## src/rtl/hpi_pkg.sv

```systemverilog
/*
  hpi_pkg: register offsets, field positions, masks, reset values and gain
  codes for the hybrid, power-override and event-flag register group.
  assumes: the serial control port front end delivers byte-wide accesses with
  the printed 8-bit register address.
*/
package hpi_pkg;

  // ----------------------------------------------------------------
  // register offsets
  // ----------------------------------------------------------------
  localparam logic [7:0] HYBRID_GAIN_CTRL_OFS     = 8'h0b;
  localparam logic [7:0] POWER_OVERRIDE_CTRL_OFS  = 8'h0e;
  localparam logic [7:0] CONVERTER_POWER_CTRL_OFS = 8'h0f;
  localparam logic [7:0] TIMER_EVENT_FLAGS_OFS    = 8'h12;
  localparam logic [7:0] LINE_ALARM_FLAGS_OFS     = 8'h13;

  // ----------------------------------------------------------------
  // writable-bit masks, reserved bits read zero
  // ----------------------------------------------------------------
  localparam logic [7:0] HYBRID_GAIN_MASK     = 8'h77;
  localparam logic [7:0] POWER_OVERRIDE_MASK  = 8'h3b;
  localparam logic [7:0] CONVERTER_POWER_MASK = 8'h3f;
  localparam logic [7:0] FLAGS_MASK           = 8'hff;

  // ----------------------------------------------------------------
  // reset values
  // ----------------------------------------------------------------
  localparam logic [7:0] HYBRID_GAIN_RST     = 8'h00;
  localparam logic [7:0] POWER_OVERRIDE_RST  = 8'h10;
  localparam logic [7:0] CONVERTER_POWER_RST = 8'h00;
  localparam logic [7:0] FLAGS_RST           = 8'h00;

  // ----------------------------------------------------------------
  // hybrid_gain_ctrl fields
  // ----------------------------------------------------------------
  localparam int METER_HYBRID_GAIN_LSB = 4;
  localparam int AUDIO_HYBRID_GAIN_LSB = 0;
  localparam int HYBRID_GAIN_W         = 3;
  localparam logic [2:0] GAIN_CODE_OFF = 3'h7;

  // gain in hundredths of a dB, signed
  localparam int GAIN_CDB_W = 10;
  localparam logic signed [9:0] GAIN_CDB_C0 = 10'sd408;
  localparam logic signed [9:0] GAIN_CDB_C1 = 10'sd250;
  localparam logic signed [9:0] GAIN_CDB_C2 = 10'sd116;
  localparam logic signed [9:0] GAIN_CDB_C3 = 10'sd0;
  localparam logic signed [9:0] GAIN_CDB_C4 = -10'sd102;
  localparam logic signed [9:0] GAIN_CDB_C5 = -10'sd194;
  localparam logic signed [9:0] GAIN_CDB_C6 = -10'sd277;

  // ----------------------------------------------------------------
  // power_override_ctrl fields
  // ----------------------------------------------------------------
  localparam int METER_CONV_FORCE_ON_BIT   = 5;
  localparam int BOOST_FORCE_OFF_BIT       = 4;
  localparam int MONITOR_ADC_FORCE_OFF_BIT = 3;
  localparam int DC_BIAS_FORCE_OFF_BIT     = 1;
  localparam int LINE_DRIVER_FORCE_OFF_BIT = 0;

  // ----------------------------------------------------------------
  // converter_power_ctrl fields
  // ----------------------------------------------------------------
  localparam int ADC_MANUAL_SEL_BIT       = 5;
  localparam int ADC_MANUAL_ON_BIT        = 4;
  localparam int DAC_MANUAL_SEL_BIT       = 3;
  localparam int DAC_MANUAL_ON_BIT        = 2;
  localparam int TRANSCOND_MANUAL_SEL_BIT = 1;
  localparam int TRANSCOND_MANUAL_ON_BIT  = 0;

  // ----------------------------------------------------------------
  // timer_event_flags / line_alarm_flags fields
  // ----------------------------------------------------------------
  localparam int METER_IDLE_PEND_BIT   = 7;
  localparam int METER_ACTIVE_PEND_BIT = 6;
  localparam int RING_IDLE_PEND_BIT    = 5;
  localparam int RING_ACTIVE_PEND_BIT  = 4;
  localparam int TONE2_IDLE_PEND_BIT   = 3;
  localparam int TONE2_ACTIVE_PEND_BIT = 2;
  localparam int TONE1_IDLE_PEND_BIT   = 1;
  localparam int TONE1_ACTIVE_PEND_BIT = 0;
  localparam int XSTR_ALARM_LSB        = 2;
  localparam int XSTR_ALARM_W          = 6;
  localparam int LOOP_CLOSURE_PEND_BIT = 1;
  localparam int RING_TRIP_PEND_BIT    = 0;

endpackage

```

## src/rtl/hpi_w1c_flags.sv

```systemverilog
/*
  hpi_w1c_flags: a byte of sticky event flags, set by hardware pulses and
  cleared by writing ones.
  assumes: set and clear inputs are synchronous to clk_i.
*/
`timescale 1ns/1ps
`default_nettype none

module hpi_w1c_flags #(
  parameter int          WIDTH = 8,
  parameter logic [7:0]  RST   = 8'h00
) (
  input  wire logic             clk_i,
  input  wire logic             rst_b_i,
  input  wire logic [WIDTH-1:0] set_i,
  input  wire logic             clr_i,
  input  wire logic [WIDTH-1:0] clr_mask_i,
  output logic      [WIDTH-1:0] flags_o
);

  // ----------------------------------------------------------------
  // next state
  // ----------------------------------------------------------------
  // set is ORed last so an event in the clear cycle survives
  wire logic [WIDTH-1:0] clr_bits;
  wire logic [WIDTH-1:0] next_flags;

  assign clr_bits   = clr_i ? clr_mask_i : '0;
  assign next_flags = (flags_o & ~clr_bits) | set_i;

  // ----------------------------------------------------------------
  // storage
  // ----------------------------------------------------------------
  always_ff @(posedge clk_i) begin
    if (!rst_b_i) begin
      flags_o <= RST[WIDTH-1:0];
    end else begin
      flags_o <= next_flags;
    end
  end

endmodule

`default_nettype wire

```

## src/rtl/hpi_regs.sv

```systemverilog
/*
  hpi_regs: hybrid gain, power override, converter power and event-flag
  registers of the line interface control bank, with the power and gain
  controls they steer.
  assumes: the serial control port front end presents one byte access per
  strobe with the printed register address; event inputs are one-cycle
  pulses synchronous to clk_i; interrupt enable bytes come from the
  neighbouring enable registers.
*/
`timescale 1ns/1ps
`default_nettype none

module hpi_regs #(
  parameter bit HAS_BOOST = 1'b1
) (
  input  wire logic        clk_i,
  input  wire logic        rst_b_i,
  // register access from the serial control port
  input  wire logic [7:0]  reg_addr_i,
  input  wire logic        reg_wr_i,
  input  wire logic        reg_rd_i,
  input  wire logic [7:0]  reg_wdata_i,
  output logic      [7:0]  reg_rdata_o,
  output logic             reg_hit_o,
  // automatic power requests from the sequencing logic
  input  wire logic        auto_meter_conv_on_i,
  input  wire logic        auto_boost_on_i,
  input  wire logic        auto_monitor_adc_on_i,
  input  wire logic        auto_dc_bias_on_i,
  input  wire logic        auto_line_driver_on_i,
  input  wire logic        auto_adc_on_i,
  input  wire logic        auto_dac_on_i,
  input  wire logic        auto_transcond_on_i,
  // event pulses
  input  wire logic        meter_idle_evt_i,
  input  wire logic        meter_active_evt_i,
  input  wire logic        ring_idle_evt_i,
  input  wire logic        ring_active_evt_i,
  input  wire logic        tone2_idle_evt_i,
  input  wire logic        tone2_active_evt_i,
  input  wire logic        tone1_idle_evt_i,
  input  wire logic        tone1_active_evt_i,
  input  wire logic [5:0]  xstr_alarm_evt_i,
  input  wire logic        loop_closure_evt_i,
  input  wire logic        ring_trip_evt_i,
  // enable bytes, same bit layout as the flag registers
  input  wire logic [7:0]  timer_irq_en_i,
  input  wire logic [7:0]  alarm_irq_en_i,
  // gain controls
  output logic      [2:0]  meter_hybrid_gain_o,
  output logic             meter_hybrid_en_o,
  output logic      [9:0]  meter_hybrid_cdb_o,
  output logic      [2:0]  audio_hybrid_gain_o,
  output logic             audio_hybrid_en_o,
  output logic      [9:0]  audio_hybrid_cdb_o,
  // effective power enables
  output logic             meter_conv_pwr_o,
  output logic             boost_pwr_o,
  output logic             monitor_adc_pwr_o,
  output logic             dc_bias_pwr_o,
  output logic             line_driver_pwr_o,
  output logic             adc_pwr_o,
  output logic             dac_pwr_o,
  output logic             transcond_pwr_o,
  // flags and masked interrupt request
  output logic      [7:0]  timer_event_flags_o,
  output logic      [7:0]  line_alarm_flags_o,
  output logic             irq_o
);

  // ----------------------------------------------------------------
  // helpers
  // ----------------------------------------------------------------
  // gain code to hundredths of a dB; off reads as zero gain
  function automatic logic [9:0] gain_cdb(input logic [2:0] code);
    logic [9:0] v;
    v = '0;
    unique case (code)
      3'h0: v = hpi_pkg::GAIN_CDB_C0;
      3'h1: v = hpi_pkg::GAIN_CDB_C1;
      3'h2: v = hpi_pkg::GAIN_CDB_C2;
      3'h3: v = hpi_pkg::GAIN_CDB_C3;
      3'h4: v = hpi_pkg::GAIN_CDB_C4;
      3'h5: v = hpi_pkg::GAIN_CDB_C5;
      3'h6: v = hpi_pkg::GAIN_CDB_C6;
      3'h7: v = '0;
    endcase
    return v;
  endfunction

  // manual select wins over the automatic request
  function automatic logic pwr_sel(input logic man_sel, input logic man_on, input logic auto_on);
    return man_sel ? man_on : auto_on;
  endfunction

  // ----------------------------------------------------------------
  // register storage
  // ----------------------------------------------------------------
  logic [7:0] hybrid_gain_ctrl;
  logic [7:0] power_override_ctrl;
  logic [7:0] converter_power_ctrl;
  logic [7:0] timer_event_flags;
  logic [7:0] line_alarm_flags;

  // ----------------------------------------------------------------
  // address decode
  // ----------------------------------------------------------------
  wire logic sel_hybrid;
  wire logic sel_pwr1;
  wire logic sel_pwr2;
  wire logic sel_flag1;
  wire logic sel_flag2;
  wire logic sel_any;

  assign sel_hybrid = (reg_addr_i == hpi_pkg::HYBRID_GAIN_CTRL_OFS);
  assign sel_pwr1   = (reg_addr_i == hpi_pkg::POWER_OVERRIDE_CTRL_OFS);
  assign sel_pwr2   = (reg_addr_i == hpi_pkg::CONVERTER_POWER_CTRL_OFS);
  assign sel_flag1  = (reg_addr_i == hpi_pkg::TIMER_EVENT_FLAGS_OFS);
  assign sel_flag2  = (reg_addr_i == hpi_pkg::LINE_ALARM_FLAGS_OFS);
  assign sel_any    = sel_hybrid | sel_pwr1 | sel_pwr2 | sel_flag1 | sel_flag2;

  // handshake: combinational, tells the port front end this byte is ours
  assign reg_hit_o  = sel_any & (reg_wr_i | reg_rd_i);

  // ----------------------------------------------------------------
  // write data shaping
  // ----------------------------------------------------------------
  wire logic [7:0] boost_keep;
  wire logic [7:0] next_hybrid;
  wire logic [7:0] next_pwr1;
  wire logic [7:0] next_pwr2;

  // without the converter the force-off bit is pinned high
  assign boost_keep  = HAS_BOOST ? 8'h00 : (8'h01 << hpi_pkg::BOOST_FORCE_OFF_BIT);
  assign next_hybrid = reg_wdata_i & hpi_pkg::HYBRID_GAIN_MASK;
  assign next_pwr1   = (reg_wdata_i & hpi_pkg::POWER_OVERRIDE_MASK) | boost_keep;
  assign next_pwr2   = reg_wdata_i & hpi_pkg::CONVERTER_POWER_MASK;

  // ----------------------------------------------------------------
  // control registers
  // ----------------------------------------------------------------
  always_ff @(posedge clk_i) begin
    if (!rst_b_i) begin
      hybrid_gain_ctrl     <= hpi_pkg::HYBRID_GAIN_RST;
      power_override_ctrl  <= hpi_pkg::POWER_OVERRIDE_RST;
      converter_power_ctrl <= hpi_pkg::CONVERTER_POWER_RST;
    end else if (reg_wr_i) begin
      if (sel_hybrid) begin
        hybrid_gain_ctrl <= next_hybrid;
      end
      if (sel_pwr1) begin
        power_override_ctrl <= next_pwr1;
      end
      if (sel_pwr2) begin
        converter_power_ctrl <= next_pwr2;
      end
    end
  end

  // ----------------------------------------------------------------
  // event flags
  // ----------------------------------------------------------------
  wire logic [7:0] timer_set;
  wire logic [7:0] alarm_set;

  assign timer_set = {meter_idle_evt_i, meter_active_evt_i,
                      ring_idle_evt_i, ring_active_evt_i,
                      tone2_idle_evt_i, tone2_active_evt_i,
                      tone1_idle_evt_i, tone1_active_evt_i};
  // transistor six lands in bit 7, transistor one in bit 2
  assign alarm_set = {xstr_alarm_evt_i, loop_closure_evt_i, ring_trip_evt_i};

  hpi_w1c_flags #(
    .WIDTH (8),
    .RST   (hpi_pkg::FLAGS_RST)
  ) u_timer_flags (
    .clk_i      (clk_i),
    .rst_b_i    (rst_b_i),
    .set_i      (timer_set),
    .clr_i      (reg_wr_i & sel_flag1),
    .clr_mask_i (reg_wdata_i),
    .flags_o    (timer_event_flags)
  );

  hpi_w1c_flags #(
    .WIDTH (8),
    .RST   (hpi_pkg::FLAGS_RST)
  ) u_alarm_flags (
    .clk_i      (clk_i),
    .rst_b_i    (rst_b_i),
    .set_i      (alarm_set),
    .clr_i      (reg_wr_i & sel_flag2),
    .clr_mask_i (reg_wdata_i),
    .flags_o    (line_alarm_flags)
  );

  assign timer_event_flags_o = timer_event_flags;
  assign line_alarm_flags_o  = line_alarm_flags;

  // level request; masking never touches the flags themselves
  assign irq_o = |(timer_event_flags & timer_irq_en_i) |
                 |(line_alarm_flags & alarm_irq_en_i);

  // ----------------------------------------------------------------
  // read path
  // ----------------------------------------------------------------
  wire logic [7:0] read_mux;

  // unmapped addresses read zero
  assign read_mux = sel_hybrid ? hybrid_gain_ctrl :
                    sel_pwr1   ? power_override_ctrl :
                    sel_pwr2   ? converter_power_ctrl :
                    sel_flag1  ? timer_event_flags :
                    sel_flag2  ? line_alarm_flags : 8'h00;

  // read data registered, held until the next read
  always_ff @(posedge clk_i) begin
    if (!rst_b_i) begin
      reg_rdata_o <= 8'h00;
    end else if (reg_rd_i) begin
      reg_rdata_o <= read_mux;
    end
  end

  // ----------------------------------------------------------------
  // hybrid gain outputs
  // ----------------------------------------------------------------
  wire logic [2:0] meter_code;
  wire logic [2:0] audio_code;

  assign meter_code = hybrid_gain_ctrl[hpi_pkg::METER_HYBRID_GAIN_LSB +: hpi_pkg::HYBRID_GAIN_W];
  assign audio_code = hybrid_gain_ctrl[hpi_pkg::AUDIO_HYBRID_GAIN_LSB +: hpi_pkg::HYBRID_GAIN_W];

  always_ff @(posedge clk_i) begin
    if (!rst_b_i) begin
      meter_hybrid_gain_o <= 3'h0;
      meter_hybrid_en_o   <= 1'b0;
      meter_hybrid_cdb_o  <= 10'h000;
      audio_hybrid_gain_o <= 3'h0;
      audio_hybrid_en_o   <= 1'b0;
      audio_hybrid_cdb_o  <= 10'h000;
    end else begin
      meter_hybrid_gain_o <= meter_code;
      meter_hybrid_en_o   <= (meter_code != hpi_pkg::GAIN_CODE_OFF);
      meter_hybrid_cdb_o  <= gain_cdb(meter_code);
      audio_hybrid_gain_o <= audio_code;
      audio_hybrid_en_o   <= (audio_code != hpi_pkg::GAIN_CODE_OFF);
      audio_hybrid_cdb_o  <= gain_cdb(audio_code);
    end
  end

  // ----------------------------------------------------------------
  // power overrides
  // ----------------------------------------------------------------
  wire logic next_meter_conv;
  wire logic next_boost;
  wire logic next_monitor_adc;
  wire logic next_dc_bias;
  wire logic next_line_driver;
  wire logic next_adc;
  wire logic next_dac;
  wire logic next_transcond;

  assign next_meter_conv  = power_override_ctrl[hpi_pkg::METER_CONV_FORCE_ON_BIT] |
                            auto_meter_conv_on_i;
  assign next_boost       = ~power_override_ctrl[hpi_pkg::BOOST_FORCE_OFF_BIT] &
                            auto_boost_on_i;
  assign next_monitor_adc = ~power_override_ctrl[hpi_pkg::MONITOR_ADC_FORCE_OFF_BIT] &
                            auto_monitor_adc_on_i;
  assign next_dc_bias     = ~power_override_ctrl[hpi_pkg::DC_BIAS_FORCE_OFF_BIT] &
                            auto_dc_bias_on_i;
  assign next_line_driver = ~power_override_ctrl[hpi_pkg::LINE_DRIVER_FORCE_OFF_BIT] &
                            auto_line_driver_on_i;
  assign next_adc         = pwr_sel(converter_power_ctrl[hpi_pkg::ADC_MANUAL_SEL_BIT],
                                    converter_power_ctrl[hpi_pkg::ADC_MANUAL_ON_BIT],
                                    auto_adc_on_i);
  assign next_dac         = pwr_sel(converter_power_ctrl[hpi_pkg::DAC_MANUAL_SEL_BIT],
                                    converter_power_ctrl[hpi_pkg::DAC_MANUAL_ON_BIT],
                                    auto_dac_on_i);
  assign next_transcond   = pwr_sel(converter_power_ctrl[hpi_pkg::TRANSCOND_MANUAL_SEL_BIT],
                                    converter_power_ctrl[hpi_pkg::TRANSCOND_MANUAL_ON_BIT],
                                    auto_transcond_on_i);

  // registered so the analog enables never see decode glitches
  always_ff @(posedge clk_i) begin
    if (!rst_b_i) begin
      meter_conv_pwr_o  <= 1'b0;
      boost_pwr_o       <= 1'b0;
      monitor_adc_pwr_o <= 1'b0;
      dc_bias_pwr_o     <= 1'b0;
      line_driver_pwr_o <= 1'b0;
      adc_pwr_o         <= 1'b0;
      dac_pwr_o         <= 1'b0;
      transcond_pwr_o   <= 1'b0;
    end else begin
      meter_conv_pwr_o  <= next_meter_conv;
      boost_pwr_o       <= next_boost & HAS_BOOST;
      monitor_adc_pwr_o <= next_monitor_adc;
      dc_bias_pwr_o     <= next_dc_bias;
      line_driver_pwr_o <= next_line_driver;
      adc_pwr_o         <= next_adc;
      dac_pwr_o         <= next_dac;
      transcond_pwr_o   <= next_transcond;
    end
  end

endmodule

`default_nettype wire

```

## config.mk

```make
export PLATFORM = sky130hd
export DESIGN_NAME = hpi_regs
export DESIGN_NICKNAME = d
export VERILOG_FILES = /design/src/rtl/hpi_pkg.sv /design/src/rtl/hpi_w1c_flags.sv /design/src/rtl/hpi_regs.sv
export SDC_FILE = /design/constraint.sdc
export NUM_CORES = 1
export LEC_CHECK = 0
export BUFFER_PORTS_ARGS = -buffer_cell sky130_fd_sc_hd__buf_2
export CAP_MARGIN = 40
export CORE_ASPECT_RATIO = 0.7
export CORE_UTILIZATION = 53
export DETAILED_ROUTE_END_ITERATION = 10
export PLACE_DENSITY = 0.94
export SYNTH_ARGS = -nofsm -noshare
export SYNTH_HDL_FRONTEND = slang
export SYNTH_SLANG_ARGS = --single-unit
```

## constraint.sdc

```tcl
create_clock -name clk_i -period 2.2 [get_ports clk_i]
set_input_delay 0.44 -clock clk_i [delete_from_list [all_inputs] [get_ports clk_i]]
set_output_delay 0.44 -clock clk_i [all_outputs]
set_load 0.02 [all_outputs]
```

After elaboration in Yosys (flattened, before gate mapping). Memories as Yosys holds them, arrays and structs flattened. A register that Yosys moved wholly into a read port is not among the register bits. Index checks and enable logic that the tools add are counted.

Divide/modulo/power cells: 0. Shifts and indexed selects: 0. Bitwise logic cells: 26. Add/sub/neg operators: 0. Equal/unequal tests: 7. Order comparisons: 0. Multiply operators: 0. Reduce and logical (&&, ||, !) cells: 7. Mux-type cells: 10.

Operators by type and width (count): 8-bit two-way mux (7); 8-bit bitwise AND (4); 8-bit by 4-bit == test with 1-bit output (second input constant) (3); 8-bit by 5-bit == test with 1-bit output (second input constant) (2); 8-bit inverter (2); 8-bit OR (2); 8-bit OR reduction (2); 1-bit bitwise AND (7); 1-bit OR (7); 3-bit != test (second input constant) (2); 2-bit AND reduction (3); 1-bit inverter (4); 1-bit two-way mux (3); 1-bit logical NOT (2).

Output and inout port bits: 62. Bits in latches: 0. Input port bits: 60. Memories kept: 2. Bits in writable memories: 0. Logic and storage cells: 70. Bits in read-only memories: 160. Register bits: 57.

Memories: (name not given) (words 8, width 10, read ports 1, clocked after memory_dff 1, write ports 0, RTL line hpi_regs.sv:78) `unique case (code)`; (name not given) (words 8, width 10, read ports 1, clocked after memory_dff 1, write ports 0, RTL line hpi_regs.sv:78).

Logic depth before layout (Yosys ltp). Gate-level depths: netlist of run 1.

Word-level depth: 6. Mapped depth: 7. Depth with buffers taken out: 4.

Hierarchy. Synthesis of run 1 repeated with hierarchy kept, for this count alone.

Cells, all modules: 336. Area total of the unflattened synthesis: 3196.8 um^2.

Modules (own cells, without submodules): hpi_regs (area each 2626.3 um^2, sequential area each 1221.2 um^2, instances 1, cells an instance 270); hpi_w1c_flags (area each 285.3 um^2, sequential area each 160.2 um^2, instances 2, cells an instance 33).

Worst setup path after synthesis of run 1. OpenSTA, ideal clock, no wires.

Path kind: input to output. From: input port reg_addr_i[7]. To: output port reg_hit_o. Data required time: 1760 ps. Setup slack: 439 ps. Data arrival time: 1321 ps. Stages: 4. Buffers on the path: 1. Cells stage by stage: nor4b_4 -> buf_6 -> o21ai_0 -> a21oi_1.

Word-level cells in the longest chain between the ends: 6. Elaborated cells between the ends (all ways): 10. Classes of those cells: eq/ne (5); bitwise (5).

Ends and longest elaborated chain: start, declared (RTL line hpi_regs.sv:19) `input wire logic [7:0] reg_addr_i,`; 8-bit by 4-bit == test with 1-bit output (on tied branches) (RTL line hpi_regs.sv:115, hpi_regs.sv:116); 1-bit OR (3 in a row) (RTL line hpi_regs.sv:120) `assign sel_any = sel_hybrid | sel_pwr1 | sel_pwr2 | sel_flag1 | sel_flag2;`; 1-bit OR (*) (RTL line hpi_regs.sv:120); 1-bit bitwise AND (*) (RTL line hpi_regs.sv:123) `assign reg_hit_o = sel_any & (reg_wr_i | reg_rd_i);`; end, declared (RTL line hpi_regs.sv:24) `output logic reg_hit_o,`.

Mark *: on every way between the ends. The rest lies on a longest branch, timed or not.

Worst setup path in the final report of run 1.
From: input port reg_addr_i[2]. To: output port reg_hit_o.

The elaborated chain is that of the path after synthesis.

==> flow_summary.json, run 1 <==
{
  "cts_setup_buffers": 0,
  "cp-end-kind": "primary output",
  "worst-r2r-setup-slack_ps": 770,
  "reg2reg_to": "audio_hybrid_cdb_o[6]",
  "slew_headroom_pct": 67.3,
  "crit_start": "reg_addr_i[2]",
  "grt_pass1_vias": 2780,
  "avgRoutedWirePerCell_um": 15.7,
  "synth-compound-area-share_pct": 18.7,
  "fin_worst_hold_slack_ps": 300,
  "gp_congestion": 0.930,
  "cts_resized": 0,
  "boundaryPins": 122,
  "ys_seq_area_share_pct": 46.2,
  "synth-simple-area-share_pct": 17.6,
  "hold_violations": 0,
  "seqCellArea_mm2": 0.00154,
  "fmax_ghz": 0.518,
  "fillers": 446,
  "final_net_count": 527,
  "ys.flop_type": "dfxtp_1",
  "ctsLongestPathBuffers": 2,
  "cts_buffers": 9,
  "yosys.cell_types.count": 42,
  "cts.sinks": 77,
  "syn-num-nets": 410,
  "netlist_area_mm2": 0.00334,
  "synthCells": 342,
  "ys.warnings.count": 0,
  "clock-root-buffer": "clkbuf_8",
  "antenna_left": 0,
  "layout-drive-gt1-share_pct": 34.9,
  "tightest_slew_ps": 491,
  "post-route-util_pct": 70.9,
  "cts_tree": "yes",
  "synth-edff-count": 0,
  "rows": 23,
  "crit_type": "in -> out",
  "firstDrtPassIters": 5,
  "rr_startpoint": "hybrid_gain_ctrl[1]",
  "syn_area_per_cell_um2": 9.76,
  "grt_max_degree": 40,
  "start_util_pct": 56.6,
  "holdCritStartpoint": "auto_line_driver_on_i",
  "die-height_um": 68.4,
  "finalCriticalPeriod_ps": 1930,
  "insertion_delay_ps": 360,
  "leakagePower_nw": 1.97,
  "antennaDiodeCount": 0,
  "finClkSkew_ps": 7.30,
  "io_buffers": 121,
  "clk_pin_slew_ps": 80,
  "worstHoldPathType": "in -> reg",
  "required_ps": 1760,
  "slew_violations": 0,
  "crit_fanout": 12,
  "gr-total-overflow": 0,
  "min_period_over_period_pct": 87.7,
  "core_mm2": 0.00590,
  "area_delta_synth_final_pct": 25.3,
  "p_per_area_mw_per_mm2": 690,
  "multiInputGateArea_mm2": 0.00163,
  "max_cap_viol_count": 0,
  "dpl.hpwl_mm": 6.37,
  "start_kind": "input port",
  "stdcell_area_mm2": 0.00419,
  "die_x_um": 96.9,
  "htree_levels": 3,
  "grt_pass1_wl_mm": 13.5,
  "drc_errors": 0,
  "postCtsHoldBufs": 0,
  "setup_violations": 0,
  "placed_cell_area_mm2": 0.00398,
  "wirelength_mm": 8.49,
  "vias_per_cell": 5.63,
  "peakVddDrop_mv": 0.486,
  "worstPathArrival_ps": 1490,
  "antenna_found_initial": 0,
  "vias": 3032,
  "rsz0062_at_grt": "false",
  "synth_xor_area_share_pct": 0,
  "synthArstFlopShare_pct": 0,
  "outcome": "completed",
  "synthMuxAreaShare_pct": 9.37,
  "ys_seq_elements": 77,
  "setup_tns_ps": 0,
  "reg2reg_depth": 4,
  "dieArea_mm2": 0.00663,
  "min_to": "line_driver_pwr_o",
  "hold_depth": 3,
  "grt_usage_pct": 26.5,
  "drt-initial-drc-count": 240,
  "yosys.area_share.adder_pct": 3.00,
  "synth_top_family_by_area": "compound AO/OA/AOI/OAI gates"
}
flip-flops by register name, summed over array words and instances (netlist names), 3 cells and up:
signal	flops
audio_hybrid_cdb_o	10
audio_hybrid_gain_o	3
converter_power_ctrl	6
hybrid_gain_ctrl	6
meter_hybrid_cdb_o	10
meter_hybrid_gain_o	3
power_override_ctrl	5
reg_rdata_o	8
u_alarm_flags.flags_o	8
u_timer_flags.flags_o	8
where the power goes:
group	total (mW)	internal [mW]	leakage (nW)	switching [mW]
logic	0.319	0.132	1.24	0.187
registers	1.46	1.43	0.632	0.0294
clock network	1.11	0.540	0.0973	0.568
total	2.89	2.10	1.97	0.784
cells by family after synthesis:
group / after synthesis
flip-flops: 77
adder cells (fa/ha/maj): 8
AND/OR/NAND/NOR: 98
multiplexers: 31
AO/OA/AOI/OAI: 94
buffers and inverters: 34
layout by cell type (no fill, tap or decap), drive strengths merged, types with 5 or more instances in the layout:
cell    Yosys  layout
a21boi      7       7
a21oi      24      24
and2       13      13
and3        5       5
buf        12     129
clkbuf     11       9
dfxtp      77      77
ha          8       8
inv        11      15
mux2i      29      29
nand2      20      20
nand4       5       5
nor2       12      12
nor2b      27      27
nor3b       8       8
o21ai      30      30
o22ai       5       5
area by class of cell:
| cell class | instances | share of cell area, % |
|---|---|---|
| clock buffers | 9 | 2.96 |
| clock inverters | 7 | 1.91 |
| inverters | 11 | 0.987 |
| multi-input cells | 231 | 38.9 |
| flip-flops and latches | 77 | 36.8 |
| well taps | 75 | 2.24 |
| repair buffers | 129 | 16.2 |
synth_stat cells, types with 3 or more instances:
library cell,number,area (um2)
a21boi_0,7,52.6
mux2i_1,29,290
a32o_1,4,40.0
nor2_1,12,45.0
a22o_1,4,35.0
clkbuf_1,11,41.3
and3_1,5,31.3
a211o_1,4,35.0
a21oi_2,10,87.6
buf_2,7,35.0
a22oi_1,4,30.0
nor3b_1,8,60.1
o21ai_0,30,150
a221oi_1,4,35.0
o22ai_1,5,31.3
dfxtp_1,77,1540
nand4_1,3,18.8
a31oi_1,3,18.8
a21oi_1,14,70.1
nor2b_1,26,163
inv_1,11,41.3
ha_1,8,100
nand2_1,19,71.3
and2_1,13,81.3
per-stage QoR:
stage          instances  setup slack [ps]  power [mW]
6_report             539               270        2.89
4_1_cts              539               287        2.90
2_1_floorplan        342               439        1.67
3_3_place_gp         523               307        1.80
5_1_grt              539               201        3.00
3_5_place_dp         523               291        1.81
worst max path at each step:
stage                     end  slack [ps]
floorplan           reg_hit_o         440
global placement    reg_hit_o         310
detailed placement  reg_hit_o         290
CTS                 reg_hit_o         290
global route            irq_o         200
finish              reg_hit_o         270
per-layer routing:
layer	global-route usage (%)	part of all wire (%)
met1	32.9	44
met3	7.66	8.4
met5	0	0
met4	9.51	1.2
met2	44.7	46
worst max-delay path: stages:
cell and delay, ps:
buf_2 160, or3b_1 530, a21oi_1 170, buf_2 190
Power figures use the tool's default switching activity.
==> run 2, diff against run 1 <==
--- a/config.mk
+++ b/config.mk
@@ -10,6 +10,7 @@
 export CORE_ASPECT_RATIO = 0.7
 export CORE_UTILIZATION = 53
 export DETAILED_ROUTE_END_ITERATION = 10
+export GPL_ROUTABILITY_DRIVEN = 0
 export PLACE_DENSITY = 0.94
 export SYNTH_ARGS = -nofsm -noshare
 export SYNTH_HDL_FRONTEND = slang
==> constraint.sdc (replaced) <==
create_clock -name clk_i -period 2.4 [get_ports clk_i]
set_input_delay 0.48 -clock clk_i [delete_from_list [all_inputs] [get_ports clk_i]]
set_output_delay 0.48 -clock clk_i [all_outputs]
set_load 0.02 [all_outputs]
==> flow_summary.json, run 2 (same netlist as run 1, synthesis figures left out) <==
{
  "drc_errors": 0,
  "slew_headroom_pct": 61.1,
  "dp_cells": 522,
  "grt_pass1_vias": 2699,
  "finClkSkew_ps": 6.84,
  "rsz0062_at_grt": "false",
  "setup_tns_ps": 0,
  "reg_top3": "audio_hybrid_cdb_o x10, meter_hybrid_cdb_o x10",
  "dieArea_mm2": 0.00663,
  "vias_per_cell": 5.58,
  "cts_tree": "yes",
  "ctsLongestPathBuffers": 2,
  "core_mm2": 0.00590,
  "required_ps": 1920,
  "clk_pin_slew_ps": 80,
  "reg2reg_to": "audio_hybrid_cdb_o[6]",
  "max_cap_viol_count": 0,
  "grt_usage_pct": 26.6,
  "rows": 23,
  "layout-drive-gt1-share_pct": 34.8,
  "fillers": 454,
  "grt_max_degree": 35,
  "cts_setup_buffers": 0,
  "area_delta_synth_final_pct": 24.8,
  "outcome": "completed",
  "worstHoldPathType": "in -> reg",
  "leakagePower_nw": 1.96,
  "grt_pass1_wl_mm": 13.5,
  "insertion_delay_ps": 350,
  "antenna_found_initial": 0,
  "peakVddDrop_mv": 0.378,
  "io_buffers": 121,
  "vias": 3000,
  "hold_depth": 2,
  "antennaDiodeCount": 0,
  "min_to": "meter_conv_pwr_o",
  "htree_levels": 3,
  "cts_buffers": 9,
  "wirelength_mm": 8.46,
  "post-route-util_pct": 70.6,
  "worstPathArrival_ps": 1550,
  "cts.sinks": 77,
  "tightest_slew_ps": 582,
  "worst-r2r-setup-slack_ps": 980,
  "gr-total-overflow": 0,
  "stdcell_area_mm2": 0.00417,
  "layout_common_cells": "121 x buf_2, 77 x dfxtp_1, 30 x o21ai_0",
  "boundaryPins": 122,
  "seqCellArea_mm2": 0.00154,
  "start_util_pct": 56.6,
  "die_x_um": 96.9,
  "reg2reg_depth": 4,
  "placed_cell_area_mm2": 0.00396,
  "avgRoutedWirePerCell_um": 15.7,
  "cts_resized": 0,
  "final_common_cell": "buf_2",
  "finalCriticalPeriod_ps": 2030,
  "min_period_over_period_pct": 84.6,
  "drt-initial-drc-count": 248,
  "dpl.hpwl_mm": 6.26,
  "crit_fanout": 12,
  "cp-end-kind": "primary output",
  "start_kind": "input port",
  "rr_startpoint": "hybrid_gain_ctrl[1]",
  "clock-root-buffer": "clkbuf_8",
  "hold_violations": 0,
  "multiInputGateArea_mm2": 0.00163,
  "fmax_ghz": 0.493,
  "antenna_left": 0,
  "firstDrtPassIters": 6,
  "final_net_count": 526,
  "power_mw": 2.63,
  "p_per_area_mw_per_mm2": 632,
  "fin_cells": 538,
  "crit_type": "in -> out",
  "slew_violations": 0,
  "die-height_um": 68.4,
  "setup_violations": 0,
  "holdCritStartpoint": "auto_meter_conv_on_i",
  "postCtsHoldBufs": 0
}
run 2: cell types whose count changed in the layout (fill, tap and decap cells not counted), sizes merged:
cell and delta:
clkinvlp -1, buf -1, inv -1, clkinv +2
run 2: layout make-up:
type                    instances  area share (%)
multi-input cells             231            39.0
flip-flops and latches         77            37.0
repair buffers                128            15.8
clock buffers                   9            2.97
well taps                      75            2.25
clock inverters                 7            1.95
inverters                      11           0.991
run 2: metal layers:
metal	part of all wire (%)	vias to the layer above	GRT usage [%]	routed length, um
met2	45	174	43.0	3770
met1	44	1368	35.1	3690
met3	10	13	6.54	867
met4	1.6	0	10.1	135
li1	-	1445	-	-
met5	0	-	0	0
run 2: how the worst max path moves through the flow:
stage                           end  cells after the start  slack (ps)          start
after detailed placement  reg_hit_o                      4         390  reg_addr_i[2]
after global placement    reg_hit_o                      4         410  reg_addr_i[2]
after floorplan           reg_hit_o                      4         560  reg_addr_i[7]
after CTS                 reg_hit_o                      4         390  reg_addr_i[2]
final                     reg_hit_o                      4         370  reg_addr_i[2]
after global routing      reg_hit_o                      4         330  reg_addr_i[2]
run 2: critical path, cell delays in order:
cell	delay, ps
buf_2	160
or3b_1	530
a21oi_1	190
buf_2	190
run 2: through the flow:
stage,hold WS (ps),setup slack (ps)
2_1_floorplan,411,559
4_1_cts,317,389
3_5_place_dp,444,391
3_3_place_gp,441,408
6_report,328,370
5_1_grt,329,327
run 2: where the power goes:
group          total [mW]  leakage [nW]  internal (mW)  switching (mW)
sequential           1.34         0.632           1.31          0.0269
combinational       0.290          1.23          0.120           0.170
clock                1.00         0.101          0.494           0.507
total                2.63          1.96           1.93           0.704
==> run 3, diff against run 2 <==
--- a/config.mk
+++ b/config.mk
@@ -8,10 +8,10 @@
 export BUFFER_PORTS_ARGS = -buffer_cell sky130_fd_sc_hd__buf_2
 export CAP_MARGIN = 40
 export CORE_ASPECT_RATIO = 0.7
-export CORE_UTILIZATION = 53
+export CORE_UTILIZATION = 44
 export DETAILED_ROUTE_END_ITERATION = 10
 export GPL_ROUTABILITY_DRIVEN = 0
-export PLACE_DENSITY = 0.94
+export PLACE_DENSITY = 0.84
 export SYNTH_ARGS = -nofsm -noshare
 export SYNTH_HDL_FRONTEND = slang
 export SYNTH_SLANG_ARGS = --single-unit
==> constraint.sdc (replaced) <==
create_clock -name clk_i -period 1.65 [get_ports clk_i]
set_input_delay 0.33 -clock clk_i [delete_from_list [all_inputs] [get_ports clk_i]]
set_output_delay 0.33 -clock clk_i [all_outputs]
set_load 0.02 [all_outputs]
==> flow_summary.json, run 3 (same netlist as run 1, synthesis figures left out) <==
{
  "reg2reg_to": "audio_hybrid_cdb_o[6]",
  "clock-root-buffer": "clkbuf_8",
  "final_net_count": 541,
  "grt_pass1_wl_mm": 13.8,
  "dpl.hpwl_mm": 6.55,
  "rsz0062_at_grt": "true",
  "start_kind": "flop",
  "endpoint": "irq_o",
  "max_cap_viol_count": 0,
  "dieArea_mm2": 0.00795,
  "slew_headroom_pct": 73.1,
  "worstPathArrival_ps": 1430,
  "worst-r2r-setup-slack_ps": 240,
  "vias_per_cell": 5.33,
  "crit_type": "reg -> out",
  "cp-end-kind": "primary output",
  "crit_start": "u_alarm_flags.flags_o[4]",
  "required_ps": 1320,
  "cts_tree": "yes",
  "ctsLongestPathBuffers": 2,
  "fmax_ghz": 0.568,
  "die_x_um": 106,
  "postCtsHoldBufs": 0,
  "crit_fanout": 4,
  "drt-initial-drc-count": 205,
  "peakVddDrop_mv": 0.460,
  "setup_violations": 1,
  "leakagePower_nw": 2.05,
  "layout_common_cells": "119 x buf_2, 71 x dfxtp_1, 29 x o21ai_0, 29 x mux2i_1, 26 x nor2b_1",
  "htree_levels": 3,
  "worstHoldPathType": "in -> reg",
  "p_per_area_mw_per_mm2": 889,
  "placed_cell_area_mm2": 0.00410,
  "start_util_pct": 45.6,
  "area_delta_synth_final_pct": 30.6,
  "tightest_slew_ps": 404,
  "avgRoutedWirePerCell_um": 15.2,
  "wirelength_mm": 8.73,
  "insertion_delay_ps": 350,
  "rows": 26,
  "grt_max_degree": 29,
  "drc_errors": 0,
  "final_common_cell": "buf_2",
  "clk_pin_slew_ps": 80,
  "gr-total-overflow": 0,
  "outcome": "complete, but fails checks",
  "reg2reg_depth": 4,
  "cts.sinks": 77,
  "vias": 3068,
  "finalCriticalPeriod_ps": 1760,
  "setup_tns_ps": -109,
  "die-height_um": 74.9,
  "firstDrtPassIters": 4,
  "antenna_left": 0,
  "cts_buffers": 9,
  "boundaryPins": 122,
  "fin_ws_ps": -109,
  "slew_violations": 0,
  "antennaDiodeCount": 0,
  "layout-drive-gt1-share_pct": 39.3,
  "grt_usage_pct": 22.8,
  "stdcell_area_mm2": 0.00436,
  "reg_top3": "audio_hybrid_cdb_o x10, meter_hybrid_cdb_o x10",
  "antenna_found_initial": 0,
  "core_mm2": 0.00732,
  "hold_violations": 0,
  "holdCritStartpoint": "auto_meter_conv_on_i",
  "min_period_over_period_pct": 107,
  "io_buffers": 121,
  "finClkSkew_ps": 4.65,
  "rr_startpoint": "hybrid_gain_ctrl[0]",
  "grt_pass1_vias": 2826,
  "failed_checks": "negative setup slack"
}
==> run 3: cell types whose count changed in the layout (fill, tap and decap cells not counted), sizes merged <==
cell      previous run  this run
clkinvlp             1         3
buf                128       143
clkinv               2         0
==> run 3: worst min-delay path by stage <==
stage                             endpoint  slack [ps]  cells after the start
after floorplan                boost_pwr_o         410                      1
after global placement         boost_pwr_o         440                      1
after detailed placement       boost_pwr_o         440                      1
after CTS                 meter_conv_pwr_o         160                      2
after global routing      meter_conv_pwr_o         160                      2
final                     meter_conv_pwr_o         180                      2
==> run 3: layout make-up <==
class / instances / area, um2
Fill cell: 656 / 2960
Multi-Input combinational cell: 231 / 1660
Sequential cell: 77 / 1550
Timing Repair Buffer: 143 / 788
Clock buffer: 9 / 124
Tap cell: 98 / 123
Clock inverter: 7 / 81.3
Inverter: 11 / 41.3
==> run 3: worst max-delay path: stages, from the launching register on <==
cell and delay, ps:
dfxtp_2 350, a22o_1 200, a221oi_1 210, nand4_1 130
buf_4 180
==> run 3: report_power, final <==
part,switching (mW),internal (mW)
sequential,0.0395,1.91
clock,0.753,0.719
combinational,0.260,0.195
==> run 3: timing repair <==
action	CTS	global route
endpoints found under the hold margin	0	0
pin swaps	2	3
setup buffers	2	0
endpoints found under the setup margin	2	2
gates cloned	0	0
resized for setup	14	1
==> run 3: per-stage QoR <==
step | total power, mW | hold WS, ps | util, % | setup slack, ps | instances
finish | 3.88 | 177 | 59.6 | -109 | 576
global route | 4.05 | 157 | 59.6 | -158 | 576
CTS | 3.91 | 162 | 59.5 | -102 | 576
detailed placement | 2.43 | 444 | 56.0 | -92.7 | 558
global placement | 2.41 | 441 | 56.0 | -65.5 | 558
floorplan | 2.22 | 411 | - | 109 | 342
==> run 3: routing by layer <==
metal / vias up / GRT usage, % / part of all wire (%)
met5: - / 0 / 0
met4: 0 / 8.33 / 1.9
met3: 16 / 5.45 / 7.7
met2: 151 / 37.4 / 45
met1: 1427 / 29.8 / 45
li1: 1474 / - / -
